### config.mk
export PLATFORM = sky130hd
export DESIGN_NAME = ieb_top
export DESIGN_NICKNAME = d
export VERILOG_FILES = /design/src/logic/ieb_pkg.sv /design/src/logic/ieb_gate.sv /design/src/logic/ieb_top.sv
export VERILOG_INCLUDE_DIRS = /design/src /design/src/logic
export SDC_FILE = /design/constraint.sdc
export NUM_CORES = 1
export LEC_CHECK = 0
export BUFFER_PORTS_ARGS = -buffer_cell sky130_fd_sc_hd__buf_2
export CORE_MARGIN = 3
export CORE_UTILIZATION = 30
export CTS_CLUSTER_SIZE = 16
export DETAILED_ROUTE_END_ITERATION = 12
export PLACE_DENSITY = 0.81
export SLEW_MARGIN = 15
export SYNTH_ARGS = -nofsm -noshare
export SYNTH_HDL_FRONTEND = slang
export SYNTH_SLANG_ARGS = --single-unit
### constraint.sdc
create_clock -name ref_clk_i -period 0.8 [get_ports ref_clk_i]
set_clock_uncertainty 0.05 [all_clocks]
set_input_delay 0.08 -clock ref_clk_i [delete_from_list [all_inputs] [get_ports ref_clk_i]]
set_output_delay 0.08 -clock ref_clk_i [all_outputs]
set_load 0.05 [all_outputs]
### src/logic/ieb_consts.svh
// Summary of operation
// - Bank three bit 14 gates calendar clock request.
// - Bank three bit 13 gates DMA five done.
// - Bank three bit 12 gates converter event.
// - Bank three bit 11 gates converter error.
// - Unimplemented bits ignore writes, read zero.
// - Bank four bits 15/14 gate audio left/right.
// - Bank four bit 6 gates first CAN.
// - Bank four bit 5 gates DMA seven done.
// - Bank four bit 4 gates DMA six done.
// - Bank four bit 3 gates checksum generator.
// - Bank four bits 2/1 gate UART errors.
// - Without CAN, CAN requests stay blocked.
// - Without audio DAC, audio requests stay blocked.
`ifndef IEB_CONSTS_SVH
`define IEB_CONSTS_SVH
// Register word addresses on the plain register port.
`define IEB_ADDR_BANK_THREE 4'h0
`define IEB_ADDR_BANK_FOUR 4'h1
// Writable bit masks of each bank.
`define IEB_MASK_BANK_THREE 16'h7800
`define IEB_MASK_BANK_FOUR 16'hc07e
// Reset value of both banks.
`define IEB_RESET_VALUE 16'h0000
// Field positions.
`define IEB_BIT_CALENDAR 14
`define IEB_BIT_DMA5 13
`define IEB_BIT_CONV_EVENT 12
`define IEB_BIT_CONV_ERROR 11
`define IEB_BIT_AUDIO_LEFT 15
`define IEB_BIT_AUDIO_RIGHT 14
`define IEB_BIT_CAN_TX 6
`define IEB_BIT_DMA7 5
`define IEB_BIT_DMA6 4
`define IEB_BIT_CHECKSUM 3
`define IEB_BIT_UART2_ERR 2
`define IEB_BIT_UART1_ERR 1
`endif

### src/logic/ieb_pkg.sv
`default_nettype none
package ieb_pkg;
  // One register word of the enable bank.
  typedef logic [15:0] ieb_word_t;
  // Register selector decoded from the address.
  typedef enum logic [1:0] {IEB_SEL_NONE, IEB_SEL_THREE, IEB_SEL_FOUR} ieb_sel_t;
endpackage : ieb_pkg
`default_nettype wire

### src/logic/ieb_gate.sv
`timescale 1ns/1ns
`default_nettype none
// Combines pending flags with enables for one bank of sources.
module ieb_gate #(
  parameter int WIDTH = 16
) (
  input wire logic [WIDTH-1:0] pend_i,
  input wire logic [WIDTH-1:0] en_i,
  output logic [WIDTH-1:0] req_o
);
  // A width of zero cannot carry any source.
  if (WIDTH < 1) begin : g_chk
    $error("ieb_gate needs WIDTH of at least one.");
  end
  // Each source is forwarded only while both of its inputs are high.
  for (genvar i = 0; i < WIDTH; i++) begin : g_bit
    assign req_o[i] = pend_i[i] & en_i[i];
  end
endmodule : ieb_gate
`default_nettype wire

### src/logic/ieb_top.sv
// Chosen here: the plain strobed port and the address map.
`timescale 1ns/1ns
`default_nettype none
`include "ieb_consts.svh"
// Interrupt enable banks three and four with request gating.
module ieb_top #(
  parameter bit HAS_CAN = 1'b1,
  parameter bit HAS_AUDIO_DAC = 1'b1
) (
  input wire logic ref_clk_i,
  input wire logic sys_rst_i,
  input wire logic [3:0] reg_addr_i,
  input wire ieb_pkg::ieb_word_t reg_wdata_i,
  input wire logic reg_wr_i,
  input wire logic reg_rd_i,
  output ieb_pkg::ieb_word_t reg_rdata_o,
  input wire ieb_pkg::ieb_word_t pend_three_i,
  input wire ieb_pkg::ieb_word_t pend_four_i,
  output ieb_pkg::ieb_word_t req_three_o,
  output ieb_pkg::ieb_word_t req_four_o
);
  import ieb_pkg::*;

  // Stored enable banks.
  ieb_word_t bank_three_q;
  ieb_word_t bank_four_q;
  // Read data register.
  ieb_word_t rdata_q;
  // Decoded register selection.
  ieb_sel_t sel;
  // Mask of bank four bits that this variant really has.
  ieb_word_t four_mask;
  // Bank four enables after variant masking.
  ieb_word_t four_eff;

  // Address decode; unmapped addresses select nothing.
  always_comb begin
    unique case (reg_addr_i)
      `IEB_ADDR_BANK_THREE: sel = IEB_SEL_THREE;
      `IEB_ADDR_BANK_FOUR: sel = IEB_SEL_FOUR;
      default: sel = IEB_SEL_NONE;
    endcase
  end

  // Variants without CAN or audio DAC lose those enables entirely.
  always_comb begin
    four_mask = `IEB_MASK_BANK_FOUR;
    if (!HAS_CAN) begin
      four_mask[`IEB_BIT_CAN_TX] = 1'b0;
    end
    if (!HAS_AUDIO_DAC) begin
      four_mask[`IEB_BIT_AUDIO_LEFT] = 1'b0;
      four_mask[`IEB_BIT_AUDIO_RIGHT] = 1'b0;
    end
  end

  // Bank three holds calendar, DMA five and converter enables; other bits are dropped.
  always_ff @(posedge ref_clk_i or posedge sys_rst_i) begin
    if (sys_rst_i) begin
      bank_three_q <= `IEB_RESET_VALUE;
    end else if (reg_wr_i && sel == IEB_SEL_THREE) begin
      bank_three_q <= reg_wdata_i & `IEB_MASK_BANK_THREE;
    end
  end

  // Bank four holds audio, CAN, DMA six/seven, checksum and UART enables.
  always_ff @(posedge ref_clk_i or posedge sys_rst_i) begin
    if (sys_rst_i) begin
      bank_four_q <= `IEB_RESET_VALUE;
    end else if (reg_wr_i && sel == IEB_SEL_FOUR) begin
      bank_four_q <= reg_wdata_i & four_mask;
    end
  end

  // Read data stand for exactly the cycle after the strobe; zero otherwise.
  always_ff @(posedge ref_clk_i or posedge sys_rst_i) begin
    if (sys_rst_i) begin
      rdata_q <= '0;
    end else if (reg_rd_i) begin
      unique case (sel)
        IEB_SEL_THREE: rdata_q <= bank_three_q;
        IEB_SEL_FOUR: rdata_q <= bank_four_q;
        IEB_SEL_NONE: rdata_q <= '0;
      endcase
    end else begin
      rdata_q <= '0;
    end
  end

  assign reg_rdata_o = rdata_q;
  // Masking again keeps gating correct even if the variant straps differ from stored state.
  assign four_eff = bank_four_q & four_mask;

  // Gating of bank three sources.
  ieb_gate #(.WIDTH(16)) u_gate_three (
    .pend_i(pend_three_i),
    .en_i(bank_three_q),
    .req_o(req_three_o)
  );

  // Gating of bank four sources.
  ieb_gate #(.WIDTH(16)) u_gate_four (
    .pend_i(pend_four_i),
    .en_i(four_eff),
    .req_o(req_four_o)
  );
endmodule : ieb_top
`default_nettype wire

==> flow_metrics.py <==
metrics = {
    "yosys": {
        "synth_area_leaders": "dfrtp_1, buf_4, and2_1",
        "netlist_area_sq_um": 1114,
        "synthXorXnorAreaFrac": 0,
        "synthCells": 91,
        "synthMuxAreaShare": 0.1213,
        "synth_compound_area_frac": 0.007865,
        "synth-seq-area-share": 0.5169,
        "yosysTopAreaCell": "dfrtp_1",
        "syn_area_per_cell_sq_um": 12.24,
        "yosys_warnings": 0,
        "synth-simple-area-share": 0.1787,
        "yosys.area.top_type_share": 0.5169,
        "synthAdderAreaFrac": 0,
        "synth_cell_types": 13,
        "synth_top_family_by_area": "simple AND/OR/NAND/NOR gates",
        "yosys_register_bits": 23,
    },
    "worst_setup_path": {
        "crit_type": "flop to primary output",
        "crit_path_start_kind": "flop",
        "crit_family": "flip-flops",
        "arrival_ns": 0.95,
        "max_stage_delay_ns": 0.40,
        "slowest_stage": "dfrtp_1",
        "worstPathCellList": "and2_4 -> buf_8",
        "worstPathMaxFanout": 2,
        "worstPathRequired_ns": 0.67,
        "crit_buf_inv": 1,
        "crit_path_end_kind": "primary output",
    },
    "power": {
        "peakVddDrop_mv": 1.258,
        "pwr-share-clk": 0.184,
        "p_seq_frac": 0.381,
        "p_leak_nw": 0.9869,
        "p_int_mw": 2.438,
        "powerDensity_nw_per_um2": 2071,
        "netSwitchingFraction": 0.3465,
        "switchingPower_mw": 1.293,
        "p_comb_frac": 0.435,
    },
    "clocking": {
        "clk_path_buf_depth": 2,
        "path_clk_slew_ns": 0.08,
        "clock_sinks": 23,
        "cts_buffers": 3,
        "htree_levels": 1,
        "cts_tree": "done",
        "cts.hold.buffers_added": 1,
        "clk_latency_ns": 0.26,
        "root_buffer": "clkbuf_8",
    },
    "routing": {
        "drc_errors": 0,
        "avgViaCountPerCell": 3.869,
        "wl_mm": 2.359,
        "vias": 797,
        "drtIter0Drc": 9,
        "firstDrtPassIters": 2,
        "wl_per_cell_microns": 11.45,
        "drtAntennaViolNets": 0,
    },
    "timing": {
        "timing.final.ws_setup_ns": -0.2812,
        "setup-tns-final_ns": -6.081,
        "max_freq_mhz": 924.9,
        "period_share": 1.351,
        "rsz0062_at_grt": "true",
        "fin_crit_ns": 1.081,
        "hold_viol_final": 1,
        "drv_slew": 0,
        "setup_viol": 38,
        "hold_ws_ns": -0.0004579,
    },
    "hold_path": {
        "min-delay-path-class": "primary input to flop",
    },
    "floorplan": {
        "io_pins": 104,
        "rows": 21,
        "dieHeight_microns": 66.93,
        "die_x_microns": 66.93,
        "dieArea_sq_um": 4479,
        "initial_core_util": 0.3235,
        "placeableCoreArea_sq_um": 3442,
    },
    "final_layout": {
        "nNetsFinal": 217,
        "fillCellCount": 304,
        "drive_gt1_frac": 0.6313,
        "area_delta_synth_final_pct": 61.80,
        "fin_cells": 206,
        "diodes": 0,
    },
    "grt": {
        "grt_pass1_vias": 798,
        "gr-total-overflow": 0,
        "grt_max_degree": 24,
        "antenna_found_initial": 0,
        "grt_pass1_wl_mm": 3.525,
        "grt_usage": 0.1075,
    },
    "placement": {
        "gp_congestion": 0.7054,
        "io_buffers": 53,
        "place_hpwl_mm": 1.778,
        "placed_cells": 191,
    },
    "run_status": {
        "violations": "hold timing, setup timing",
        "status": "complete, but fails checks",
    },
    "job": {
        "maxCapViolations": 0,
    },
}
## state kept, by name (all words and copies together), names as in the netlist
name,count
bank_four_q,8
bank_three_q,4
reg_rdata_o,11
## worst reg2reg max path, delay by kind of cell (launching register included)
kind     cells  cell delay [ns]
mux          1             0.25
flops        1             0.39
buf+inv      2             0.24
## stage by stage
step / area [sq um] / total power, mW / utilization / hold WS [ns] / worst slack (ns)
final: 1802 / 3.731 / 0.5234 / -0.0004579 / -0.2812
after floorplan: 1219 / 2.319 / - / 0.03192 / -0.02859
after global placement: 1381 / 2.448 / 0.4013 / 0.05855 / -0.2347
after CTS: 1737 / 3.644 / 0.5045 / -0.007729 / -0.2878
after global routing: 1802 / 3.908 / 0.5234 / -0.01037 / -0.3170
after detailed placement: 1381 / 2.466 / 0.4013 / 0.06921 / -0.2524
## cells by family after synthesis
| logic type | count (synthesis) |
|---|---|
| AO/OA/AOI/OAI | 1 |
| buffers and inverters | 26 |
| flip-flops | 23 |
| multiplexers | 12 |
| other | 1 |
| AND/OR/NAND/NOR | 28 |
## final timing paths
kind | from | end | slack (ns) | cells past startpoint
min in group asynchronous | sys_rst_i | bank_four_q[6] | 0.35 | 4
max in group asynchronous | sys_rst_i | bank_three_q[11] | 0.22 | 4
worst min register to register | bank_four_q[1] | reg_rdata_o[1] | 0.47 | 1
worst min-delay path | reg_wdata_i[4] | bank_four_q[4] | -0.0005 | 2
worst max-delay path | bank_four_q[14] | req_four_o[14] | -0.28 | 2
worst max register to register | bank_three_q[13] | bank_three_q[13] | -0.24 | 3
## synthesized netlist by cell type
cell,instances
conb_1,1
nor2_1,1
and4b_1,1
a22o_1,1
mux2_2,12
dfrtp_1,23
buf_4,25
and2_1,22
nand3_1,1
nand4b_4,1
and3_2,1
inv_1,1
nor2_4,1
## power by group through the flow
| stage | Combinational [mW] | Sequential, mW | Clock, mW |
|---|---|---|---|
| final | 1.62 | 1.42 | 0.688 |
| after global routing | 1.70 | 1.44 | 0.767 |
| after CTS | 1.51 | 1.41 | 0.718 |
| after detailed placement | 1.03 | 1.44 | 0 |
| after global placement | 1.01 | 1.43 | 0 |
| after floorplan | 0.899 | 1.42 | 0 |
## layer usage
layer	up-vias	routed length, microns	GRT usage
met5	-	0	0
met4	0	13	0.02278
met3	2	173	0.04553
met2	37	1359	0.2054
met1	378	812	0.1061
li1	380	-	-
## cell type report
cell class	count	area, sq um	share of cell area
clock inverter	1	5.005	0.002778
timing repair buffer	66	609.3	0.3382
inverter	1	3.754	0.002083
multi-input combinational	66	509.2	0.2826
clock buffer	3	41.29	0.02292
sequential	23	575.6	0.3194
tap	46	57.56	0.03194
## cell usage in the layout (no fill, tap or decap)
cell / synthesis / final
nand4b_4: 1 / 1
and2_1: 22 / 5
nor2_1: 1 / 1
clkinv_2: 0 / 1
nand3_1: 1 / 1
conb_1: 1 / 25
mux2_2: 12 / 4
a22o_1: 1 / 1
buf_8: 0 / 12
mux2_4: 0 / 8
clkbuf_8: 0 / 3
buf_6: 0 / 21
dfrtp_1: 23 / 23
dlygate4sd3_1: 0 / 1
and3_2: 1 / 1
buf_2: 0 / 28
inv_1: 1 / 1
nor2_4: 1 / 1
and4b_1: 1 / 1
buf_4: 25 / 3
and2_4: 0 / 17
buf_12: 0 / 1
## repair_timing
item,in CTS,in global routing
setup endpoints to repair,35,43
endpoints found under the hold margin,28,5
setup buffers,9,3
pin swaps,0,0
resized for setup,78,16
(Power assumes the default switching activity.)
